### src/inc/rg_pkg.sv
// shared constants for the reset generator with strap latch
package rg_pkg;
  // reference clock of the sequencer (oscillator input)
  localparam int CLK_PERIOD_NS = 10;
  // release delays, counted in oscillator input periods
  localparam int POR_DELAY_CYC = 16420;
  localparam int EXT_DELAY_CYC = 70;
  // clock monitor rc window, longest time so rounded down
  localparam int CLKMON_RC_NS = 2000;
  localparam int CLKMON_CYC = CLKMON_RC_NS / CLK_PERIOD_NS;
  // register port geometry
  localparam int ADDR_W = 8;
  localparam int DATA_W = 16;
  // register offsets
  localparam logic [7:0] CTRL_OFS = 8'hE0;
  localparam logic [7:0] STATUS_OFS = 8'hE2;
  // control register fields
  localparam int CM_EN_BIT = 0;
  localparam int SC_EN_BIT = 1;
  localparam logic [1:0] CTRL_RST = 2'h0;
  // status register fields
  localparam int LV_BIT = 0;
  localparam int CM_BIT = 1;
  localparam int POR_BIT = 2;
  localparam int EXT_BIT = 3;
  localparam int HCS_BIT = 8;
  localparam int DIV_LSB = 9;
  // flag reset values, power-on flag comes up set
  localparam logic LV_FLAG_RST = 1'h0;
  localparam logic CM_FLAG_RST = 1'h0;
  localparam logic POR_FLAG_RST = 1'h1;
  localparam logic EXT_FLAG_RST = 1'h0;
  // strap results before any latch
  localparam logic HCS_RST = 1'h0;
  localparam logic [1:0] DIV_RST = 2'h0;
  // sequencer states
  typedef enum logic [2:0] {
    ST_RUN,
    ST_HOLD_HI,
    ST_DELAY_HI,
    ST_HOLD_LO,
    ST_DELAY_LO
  } rg_state_t;
endpackage

### src/core/rg_reset_gen.sv
// How it works
// - any of four sources resets whole device, the monitor only when self-clock is off
// - power-on and low-voltage entry asynchronous, pin and monitor entry clocked, exit counted on clock
// - low-voltage and monitor outrank external pin
// - running sequence yields only to higher priority
// - equal priority event restarts running sequence
// - power-on release after 16420 clock periods
// - low-voltage or monitor release after 16420
// - external pin release after 70 periods
// - power-on sets its flag, interrupt low
// - low-voltage rise sets flag, interrupt low
// - monitor failure rise sets flag when self-clock is off, interrupt low
// - external pin assertion sets flag, interrupt low
// - interrupt released only when all flags zero
// - interface straps latched during reset window
// - host clock bit set only for 11
// - clock output straps latched into division field
// - strap pads become outputs after release
// - rc window timeout gives self-clock or reset
// - no failure when disabled or edges arrive
// - write one clears flag, zero no effect
// - power-on or low-voltage masks monitor and pin flags
// - host clock bit selects host clock input
//
// Added by the designer: the register offsets and strobed register access.
`timescale 1ns/1ps
`default_nettype none
module rg_reset_gen #(
  parameter int POR_DELAY = rg_pkg::POR_DELAY_CYC,
  parameter int EXT_DELAY = rg_pkg::EXT_DELAY_CYC,
  parameter int CM_DELAY = rg_pkg::CLKMON_CYC
) (
  input wire logic clk,
  input wire logic rst_n,
  input wire logic lowVoltRst,
  input wire logic extResetPinN,
  input wire logic oscRefClock,
  input wire logic [rg_pkg::ADDR_W-1:0] addr,
  input wire logic [rg_pkg::DATA_W-1:0] wrData,
  input wire logic wrEn,
  input wire logic rdEn,
  output logic [rg_pkg::DATA_W-1:0] rdData,
  output logic sysRstN,
  output logic ctrlIrqN,
  output logic hostClockSource,
  output logic [1:0] clkoutDivValue,
  output logic selfClockMode,
  input wire logic [1:0] phyTxDataIn,
  output logic [1:0] phyTxDataOut,
  output logic [1:0] phyTxDataOe,
  input wire logic [1:0] phyTxDataFunc,
  input wire logic [1:0] debugStrobeIn,
  output logic [1:0] debugStrobeOut,
  output logic [1:0] debugStrobeOe,
  input wire logic [1:0] debugStrobeFunc
);
  import rg_pkg::*;

  localparam int HI_LAST = POR_DELAY - 1;
  localparam int LO_LAST = EXT_DELAY - 1;
  localparam int CM_LAST = CM_DELAY - 1;
  localparam int CNT_W = $clog2(POR_DELAY + 1);
  localparam int CM_W = $clog2(CM_DELAY + 1);
  localparam int SYNC_W = 7;
  // pin bundle after reset: external pin idles high, all others low
  localparam logic [SYNC_W-1:0] SYNC_RST = 7'h04;

  // ---------------- pin synchronisers ----------------
  logic [SYNC_W-1:0] pinRaw; // every asynchronous pin in one bundle
  logic [SYNC_W-1:0] sync1_ff; // first stage, read only by stage two
  logic [SYNC_W-1:0] sync2_ff; // usable, synchronised levels
  logic refSync; // oscillator reference sample
  logic lvSync; // low-voltage level
  logic extSync; // external pin level, low means reset
  logic [1:0] ifSelSync; // interface select straps
  logic [1:0] clkSelSync; // clock output select straps

  assign pinRaw = {debugStrobeIn, phyTxDataIn, extResetPinN, lowVoltRst, oscRefClock};
  assign refSync = sync2_ff[0];
  assign lvSync = sync2_ff[1];
  assign extSync = sync2_ff[2];
  assign ifSelSync = sync2_ff[4:3];
  assign clkSelSync = sync2_ff[6:5];

  // two flops per pin; pad and pin levels are foreign to clk
  always_ff @(posedge clk or negedge rst_n) begin
    if (!rst_n) begin
      sync1_ff <= SYNC_RST; // idle pin level, so no false fall after reset
      sync2_ff <= SYNC_RST;
    end else begin
      sync1_ff <= pinRaw;
      sync2_ff <= sync1_ff;
    end
  end

  // ---------------- clock monitor ----------------
  logic [CM_W-1:0] cmCnt_ff, nxt_cmCnt; // cycles since last reference edge
  logic refPrev_ff, nxt_refPrev; // for edge detection
  logic cmFail_ff, nxt_cmFail; // no edge inside the window
  logic cmRstPrev_ff, nxt_cmRstPrev; // previous reset-request level
  logic selfClockMode_ff, nxt_selfClockMode; // failure absorbed by self clock
  logic [1:0] ctrl_ff, nxt_ctrl; // monitor enable and self-clock enable
  logic refEdge;
  logic cmRstLvl; // failure that asks for a reset
  logic cmRise;

  assign refEdge = refSync ^ refPrev_ff;
  assign cmRstLvl = cmFail_ff & ~ctrl_ff[SC_EN_BIT];
  assign cmRise = cmRstLvl & ~cmRstPrev_ff;

  // the window is counted on clk here; a true rc delay lives in analogue
  always_comb begin
    nxt_refPrev = refSync;
    nxt_cmRstPrev = cmRstLvl;
    nxt_cmCnt = cmCnt_ff;
    nxt_cmFail = 1'b0;
    if (!ctrl_ff[CM_EN_BIT] || refEdge) begin
      nxt_cmCnt = '0;
    end else if (cmCnt_ff != CM_W'(CM_LAST)) begin
      nxt_cmCnt = cmCnt_ff + CM_W'(1);
    end else begin
      nxt_cmFail = 1'b1;
    end
    nxt_selfClockMode = nxt_cmFail & ctrl_ff[SC_EN_BIT];
  end

  always_ff @(posedge clk or negedge rst_n) begin
    if (!rst_n) begin
      cmCnt_ff <= '0;
      refPrev_ff <= 1'b0;
      cmFail_ff <= 1'b0;
      cmRstPrev_ff <= 1'b0;
      selfClockMode_ff <= 1'b0;
    end else begin
      cmCnt_ff <= nxt_cmCnt;
      refPrev_ff <= nxt_refPrev;
      cmFail_ff <= nxt_cmFail;
      cmRstPrev_ff <= nxt_cmRstPrev;
      selfClockMode_ff <= nxt_selfClockMode;
    end
  end

  // ---------------- reset sequencer ----------------
  rg_state_t state_ff, nxt_state; // sequence in progress
  logic [CNT_W-1:0] relCnt_ff, nxt_relCnt; // release delay counter
  logic lvPrev_ff, nxt_lvPrev;
  logic extPrev_ff, nxt_extPrev;
  logic hiActive; // a high priority source is present
  logic hiEvent; // a new high priority source appeared
  logic extActive;
  logic extFall;
  logic lvRise;
  logic hardRstN; // asynchronous entry path
  logic nxt_sysRstN;

  assign lvRise = lvSync & ~lvPrev_ff;
  assign extFall = extPrev_ff & ~extSync;
  assign extActive = ~extSync;
  assign hiActive = lvSync | cmRstLvl;
  assign hiEvent = lvRise | cmRise;
  // power-on and low voltage pull reset with no clock running
  assign hardRstN = rst_n & ~lowVoltRst;

  // priority: high sources preempt, the external pin never preempts them
  always_comb begin
    nxt_state = state_ff;
    nxt_relCnt = relCnt_ff;
    nxt_lvPrev = lvSync;
    nxt_extPrev = extSync;
    unique case (state_ff)
      ST_RUN: begin
        if (hiActive) begin
          nxt_state = ST_HOLD_HI;
        end else if (extActive) begin
          nxt_state = ST_HOLD_LO;
        end
      end
      ST_HOLD_HI: begin
        nxt_relCnt = '0;
        if (!hiActive) begin
          nxt_state = ST_DELAY_HI;
        end
      end
      ST_DELAY_HI: begin
        // external pin is lower ranked and is ignored here
        if (hiActive || hiEvent) begin
          nxt_state = ST_HOLD_HI;
        end else if (relCnt_ff == CNT_W'(HI_LAST)) begin
          nxt_state = ST_RUN;
        end else begin
          nxt_relCnt = relCnt_ff + CNT_W'(1);
        end
      end
      ST_HOLD_LO: begin
        nxt_relCnt = '0;
        if (hiActive) begin
          nxt_state = ST_HOLD_HI;
        end else if (!extActive) begin
          nxt_state = ST_DELAY_LO;
        end
      end
      ST_DELAY_LO: begin
        if (hiActive) begin
          nxt_state = ST_HOLD_HI;
        end else if (extActive) begin
          nxt_state = ST_HOLD_LO;
        end else if (relCnt_ff == CNT_W'(LO_LAST)) begin
          nxt_state = ST_RUN;
        end else begin
          nxt_relCnt = relCnt_ff + CNT_W'(1);
        end
      end
    endcase
    nxt_sysRstN = (nxt_state == ST_RUN);
  end

  // power-on release counts from the end of rst_n
  always_ff @(posedge clk or negedge rst_n) begin
    if (!rst_n) begin
      state_ff <= ST_DELAY_HI;
      relCnt_ff <= '0;
      lvPrev_ff <= 1'b0;
      extPrev_ff <= 1'b1;
    end else begin
      state_ff <= nxt_state;
      relCnt_ff <= nxt_relCnt;
      lvPrev_ff <= nxt_lvPrev;
      extPrev_ff <= nxt_extPrev;
    end
  end

  // ---------------- system reset and pads ----------------
  logic sysRstN_ff;
  logic [1:0] phyTxDataOut_ff, nxt_phyTxDataOut;
  logic [1:0] phyTxDataOe_ff, nxt_phyTxDataOe;
  logic [1:0] debugStrobeOut_ff, nxt_debugStrobeOut;
  logic [1:0] debugStrobeOe_ff, nxt_debugStrobeOe;

  // pads listen as straps during reset, drive function afterwards
  always_comb begin
    nxt_phyTxDataOut = nxt_sysRstN ? phyTxDataFunc : 2'h0;
    nxt_debugStrobeOut = nxt_sysRstN ? debugStrobeFunc : 2'h0;
    nxt_phyTxDataOe = {2{nxt_sysRstN}};
    nxt_debugStrobeOe = {2{nxt_sysRstN}};
  end

  // asynchronous entry, synchronous release
  always_ff @(posedge clk or negedge hardRstN) begin
    if (!hardRstN) begin
      sysRstN_ff <= 1'b0;
      phyTxDataOut_ff <= 2'h0;
      phyTxDataOe_ff <= 2'h0;
      debugStrobeOut_ff <= 2'h0;
      debugStrobeOe_ff <= 2'h0;
    end else begin
      sysRstN_ff <= nxt_sysRstN;
      phyTxDataOut_ff <= nxt_phyTxDataOut;
      phyTxDataOe_ff <= nxt_phyTxDataOe;
      debugStrobeOut_ff <= nxt_debugStrobeOut;
      debugStrobeOe_ff <= nxt_debugStrobeOe;
    end
  end

  // ---------------- straps ----------------
  logic hostClockSource_ff, nxt_hostClockSource;
  logic [1:0] clkoutDiv_ff, nxt_clkoutDiv;
  logic inWindow; // latching window: the release delay of any sequence

  assign inWindow = (state_ff == ST_DELAY_HI) || (state_ff == ST_DELAY_LO);

  // last sample before release wins, so the straps must be stable then
  always_comb begin
    nxt_hostClockSource = hostClockSource_ff;
    nxt_clkoutDiv = clkoutDiv_ff;
    if (inWindow) begin
      nxt_hostClockSource = &ifSelSync;
      nxt_clkoutDiv = clkSelSync;
    end
  end

  always_ff @(posedge clk or negedge rst_n) begin
    if (!rst_n) begin
      hostClockSource_ff <= HCS_RST;
      clkoutDiv_ff <= DIV_RST;
    end else begin
      hostClockSource_ff <= nxt_hostClockSource;
      clkoutDiv_ff <= nxt_clkoutDiv;
    end
  end

  // ---------------- flags, control and interrupt ----------------
  logic lvFlag_ff, nxt_lvFlag;
  logic cmFlag_ff, nxt_cmFlag;
  logic porFlag_ff, nxt_porFlag;
  logic extFlag_ff, nxt_extFlag;
  logic ctrlIrqN_ff, nxt_ctrlIrqN;
  logic wrStatus;
  logic wrCtrl;

  assign wrStatus = wrEn && (addr == STATUS_OFS);
  assign wrCtrl = wrEn && (addr == CTRL_OFS);

  // a set in the clearing cycle wins over the clear
  always_comb begin
    nxt_lvFlag = lvRise | (lvFlag_ff & ~(wrStatus & wrData[LV_BIT]));
    nxt_cmFlag = cmRise | (cmFlag_ff & ~(wrStatus & wrData[CM_BIT]));
    nxt_porFlag = porFlag_ff & ~(wrStatus & wrData[POR_BIT]);
    nxt_extFlag = extFall | (extFlag_ff & ~(wrStatus & wrData[EXT_BIT]));
    nxt_ctrlIrqN = ~(nxt_lvFlag | nxt_cmFlag | nxt_porFlag | nxt_extFlag);
    nxt_ctrl = wrCtrl ? wrData[1:0] : ctrl_ff;
  end

  // flags live through system reset so software can see the cause
  always_ff @(posedge clk or negedge rst_n) begin
    if (!rst_n) begin
      lvFlag_ff <= LV_FLAG_RST;
      cmFlag_ff <= CM_FLAG_RST;
      porFlag_ff <= POR_FLAG_RST;
      extFlag_ff <= EXT_FLAG_RST;
      ctrlIrqN_ff <= 1'b0;
      ctrl_ff <= CTRL_RST;
    end else begin
      lvFlag_ff <= nxt_lvFlag;
      cmFlag_ff <= nxt_cmFlag;
      porFlag_ff <= nxt_porFlag;
      extFlag_ff <= nxt_extFlag;
      ctrlIrqN_ff <= nxt_ctrlIrqN;
      ctrl_ff <= nxt_ctrl;
    end
  end

  // ---------------- read port ----------------
  logic [DATA_W-1:0] rdData_ff, nxt_rdData;
  logic maskLow; // power-on or low voltage hides the weaker causes

  assign maskLow = lvFlag_ff | porFlag_ff;

  // data stand for exactly one cycle, unmapped reads give zero
  always_comb begin
    nxt_rdData = '0;
    if (rdEn) begin
      if (addr == CTRL_OFS) begin
        nxt_rdData[1:0] = ctrl_ff;
      end else if (addr == STATUS_OFS) begin
        nxt_rdData[LV_BIT] = lvFlag_ff;
        nxt_rdData[CM_BIT] = cmFlag_ff & ~maskLow;
        nxt_rdData[POR_BIT] = porFlag_ff;
        nxt_rdData[EXT_BIT] = extFlag_ff & ~maskLow;
        nxt_rdData[HCS_BIT] = hostClockSource_ff;
        nxt_rdData[DIV_LSB+1:DIV_LSB] = clkoutDiv_ff;
      end
    end
  end

  always_ff @(posedge clk or negedge rst_n) begin
    if (!rst_n) begin
      rdData_ff <= '0;
    end else begin
      rdData_ff <= nxt_rdData;
    end
  end

  // ---------------- outputs ----------------
  assign rdData = rdData_ff;
  assign sysRstN = sysRstN_ff;
  assign ctrlIrqN = ctrlIrqN_ff;
  assign hostClockSource = hostClockSource_ff;
  assign clkoutDivValue = clkoutDiv_ff;
  assign selfClockMode = selfClockMode_ff;
  assign phyTxDataOut = phyTxDataOut_ff;
  assign phyTxDataOe = phyTxDataOe_ff;
  assign debugStrobeOut = debugStrobeOut_ff;
  assign debugStrobeOe = debugStrobeOe_ff;
endmodule // rg_reset_gen
`default_nettype wire

### config.mk
export PLATFORM = sky130hd
export DESIGN_NAME = rg_reset_gen
export DESIGN_NICKNAME = d
export VERILOG_FILES = /design/src/inc/rg_pkg.sv /design/src/core/rg_reset_gen.sv
export SDC_FILE = /design/constraint.sdc
export NUM_CORES = 1
export LEC_CHECK = 0
export BUFFER_PORTS_ARGS = -buffer_cell sky130_fd_sc_hd__buf_2
export CAP_MARGIN = 40
export CORE_MARGIN = 2
export CORE_UTILIZATION = 57
export CTS_CLUSTER_SIZE = 20
export DETAILED_ROUTE_END_ITERATION = 8
export HOLD_SLACK_MARGIN = 0.05
export PLACE_DENSITY = 0.81
export SYNTH_ARGS = -nofsm -noshare
export SYNTH_HDL_FRONTEND = slang
export SYNTH_SLANG_ARGS = --single-unit
### constraint.sdc
create_clock -name clk -period 6.3 [get_ports clk]
set_input_delay 1.89 -clock clk [delete_from_list [all_inputs] [get_ports clk]]
set_output_delay 1.89 -clock clk [all_outputs]
set_load 0.1 [all_outputs]
==> metrics.md <==
| Metric | Value |
|---|---|
| Outcome | completed |
| Max Transition Viols Final | 0 |
| Critical path peak fanout | 5 |
| Iter 0 DRT Violations | approximately 120 |
| Antenna cell count | 0 |
| DRT antenna net count | 0 |
| Die ar. | 5800 sq um |
| Final hold vios | 0 |
| DR vias | 2,102 |
| Routability Congestion | 0.850 |
| Reg2Reg Setup Slack | approximately 3.6 ns |
| Commonest non-fill, non-tap cells in the layout | dfrtp_1, buf_2, nor2_1, a21oi_1, nand3_1 |
| Power density cells | 307 nW/um^2 |
| 1st-pass router iterations | 4 |
| Buffers added on ports | between 40 and 50 |
| Ys flop type | dfrtp_1 |
| Vias per cell | 5.45 |
| DRC viols | 0 |
| Worst vdd ir | 0.000387 V |
| Critical Path Sink Type | register |
| Starting density of the core | between 50 and 60% |
| Max Clock Skew | 0.00563 ns |
| Largest family of logic cells by synthesized area | simple AND/OR/NAND/NOR gates |
| Post-cts sizing count | 0 |
| Root Buffer | clkbuf_8 |
| Worst Hold Class | register to register |
| Final Instance Area | about 3400 sq um |
| Cells after synthesis | 263 |
| Synth Area in Compound Gates | under 10% |
| CTS H-tree depth | 3 |
| Number of synthesized flops with an enable pin | 0 |
| End of the worst register-to-register path | relCnt_ff[0] |
| Kind of start point of the critical path | primary input |
| Drt total wl | 5530 um |
| Critical path data required time | 6.51 ns |
| Vias in the first global route | 2,095 |
| Final min period | 3.25 ns |
| Critical path type | primary input to register |
| Post-CTS Setup Bufs | 0 |
| Fin crit share | 51.6% |
| Fillers | between 400 and 500 |
| I/O Pins | 69 |
| Rows | 26 |
| Core area | between 5000 and 6000 sq um |
| RSZ-0062 raised after global routing | no |
| Unique masters post-synth | 54 |
| Gr ovfl total | 0 |
| Multiplexer share of the synthesized area | 2.91% |
| NumNets Final | 353 |
| CTS buffer count | 9 |
| Sequential share of the synthesized area | 57.5% |
| Max Cap Viol | 0 |
| Syn Std Cell Area | about 3000 sq um |
| Relative slew slack | 40.0% |
| Die X | 76.2 um |
| Worst reg2reg startpoint | relCnt_ff[0] |
| Worst EP arrival | roughly 3.5 ns |
| Final setup fails | 0 |
| Clock Sinks | just under 70 |
| First-pass GRT wire length | 9540 um |
| Leading cell type in the layout, fill and taps excluded | dfrtp_1 |
| Yosys warning count | 0 |
| Clk slew on worst S/H paths | approximately 0.070 ns |
| Critical path startpoint | addr[0] |
| Setup TNS | 0 ns |
| Area of placed instances | roughly 3200 sq um |
| CTS tree | done |
| Tightest Pin Transition | a little under 0.9 ns |
| Maximum clock path buffer count | 2 |
| Mean post-synth cell area | 11.3 sq um |
| Clk_lat worst skew | 0.33 ns |
| Post-Synth Adder-Cell Area | 1.26% |
| Initial antenna violation count | 0 |
| Hold_buf cts | 0 |
| R2R depth | 6 |
| Synth Register Bits | 68 |
| XOR/XNOR share of the synthesized area | 2.65% |
| Leakage power | ~1.6 nW |
| Avg WL per Cell | 14.3 um |
| Largest net degree at the start of global routing | 35 |
| Simple-Gate Fraction of Synth Area | 21.1% |
| FMAX | 0.308 GHz |
| Critical path endpoint | ctrlIrqN |
| GRT Overall Usage | 21.0% |
| Layout area overhead | 13.8% |
| Hpwl dp | 3780 um |
| Die Y | 76.2 um |
| FFs w/ async S/R, synth | 100% |
| Share of cells above drive strength 1 | 25.3% |
-- Yosys cell counts (2+ instances only) --
cell type  count  share of area [%]
buf_4         13                3.3
nand2b_1       4               0.84
or3_1          4               0.84
and3_1         5                1.1
o2bb2ai_1      2               0.59
clkbuf_1       2               0.25
or4bb_1        2               0.76
buf_6          2               0.76
dfstp_2        5                4.4
nand2_1       13                1.6
nor2b_1        3               0.63
mux2i_1        3                1.0
nor2_1        18                2.3
a31oi_1        2               0.42
and2_1        12                2.5
o31ai_1        5                1.3
o21ai_1        2               0.34
nand3_1       14                2.4
nor4_1         4               0.84
buf_2          2               0.34
ha_1           3                1.3
o21ai_0        5               0.84
mux2_2         4                1.5
dfrtp_1       63                 53
inv_1          6               0.76
a21oi_1       14                2.4
xor2_1         5                1.5
nand4_1        5                1.1
nor3_1         3               0.51
or4_1         10                2.5
xnor2_1        4                1.2
o211ai_1       2               0.51
-- layer usage --
metal | wire (um) | part of all wire, % | GRT usage (%)
met1 | 2580 | 47 | 26.9
met4 | 153 | 2.8 | 12.4
met2 | 2580 | 47 | 33.5
met3 | 215 | 3.9 | 4.15
met5 | 0 | 0 | 0
-- layout make-up --
cell class | instances | area, sq um | area share [%]
Sequential cell | 68 | 1710 | 50.5
Multi-Input combinational cell | 176 | 1120 | 33.3
Timing Repair Buffer | 49 | 250 | 7.40
Clock buffer | 11 | 131 | 3.89
Tap cell | 70 | 87.6 | 2.59
Clock inverter | 5 | 52.6 | 1.55
Inverter | 7 | 26.3 | 0.777
-- flip-flops by register name, summed over array words and instances, names as in the netlist --
register	flops
clkoutDivValue	2
cmCnt_ff	8
cmFail_ff	1
cmFlag_ff	1
cmRstPrev_ff	1
ctrlIrqN	1
ctrl_ff	2
debugStrobeOe	1
debugStrobeOut	2
extFlag_ff	1
extPrev_ff	1
hostClockSource	1
lvFlag_ff	1
lvPrev_ff	1
phyTxDataOut	2
porFlag_ff	1
rdData	7
refPrev_ff	1
relCnt_ff	15
selfClockMode	1
state_ff	3
sync1_ff	7
sync2_ff	7
-- stage by stage --
step	power [W]	std cells	worst slack, ns	utilization [%]	hold slack [ns]
after floorplan	0.000676	271	3.04	-	0.331
after global placement	0.000706	369	2.95	62.8	0.331
after detailed placement	0.000711	370	2.93	63.0	0.337
after CTS	0.00105	386	3.11	66.6	0.352
after global routing	0.00108	386	2.99	66.6	0.360
final	0.00104	386	3.05	66.6	0.350
-- worst max-delay path, cell delays in order --
cell       delay (ns)
buf_2            0.10
nor4bb_1         0.45
and4_1           0.38
nand3_1          0.13
o2bb2ai_1        0.16
nor4_1           0.36
-- kinds of logic after synthesis --
| family | Yosys count |
|---|---|
| buf+inv | 27 |
| compound gates | 40 |
| flops | 68 |
| simple gates | 107 |
| fa+ha+maj | 3 |
| other cells | 1 |
| xor+xnor | 9 |
| mux | 8 |
-- where the power goes --
group          total [W]  internal (W)  switching (W)
Sequential      0.000487      0.000462      0.0000250
Combinational   0.000215     0.0000409       0.000175
Clock           0.000336      0.000181       0.000155
-- worst min-delay path by stage --
stage                  endpoint  slack [ns]  cells past startpoint        start
global route        sync2_ff[5]        0.36                      0  sync1_ff[5]
detailed placement  sync2_ff[1]        0.34                      0  sync1_ff[1]
floorplan           sync2_ff[0]        0.33                      0  sync1_ff[0]
finish              sync2_ff[0]        0.35                      0  sync1_ff[0]
CTS                 sync2_ff[1]        0.35                      0  sync1_ff[1]
global placement    sync2_ff[1]        0.33                      0  sync1_ff[1]
Power figures use the tool's default switching activity.
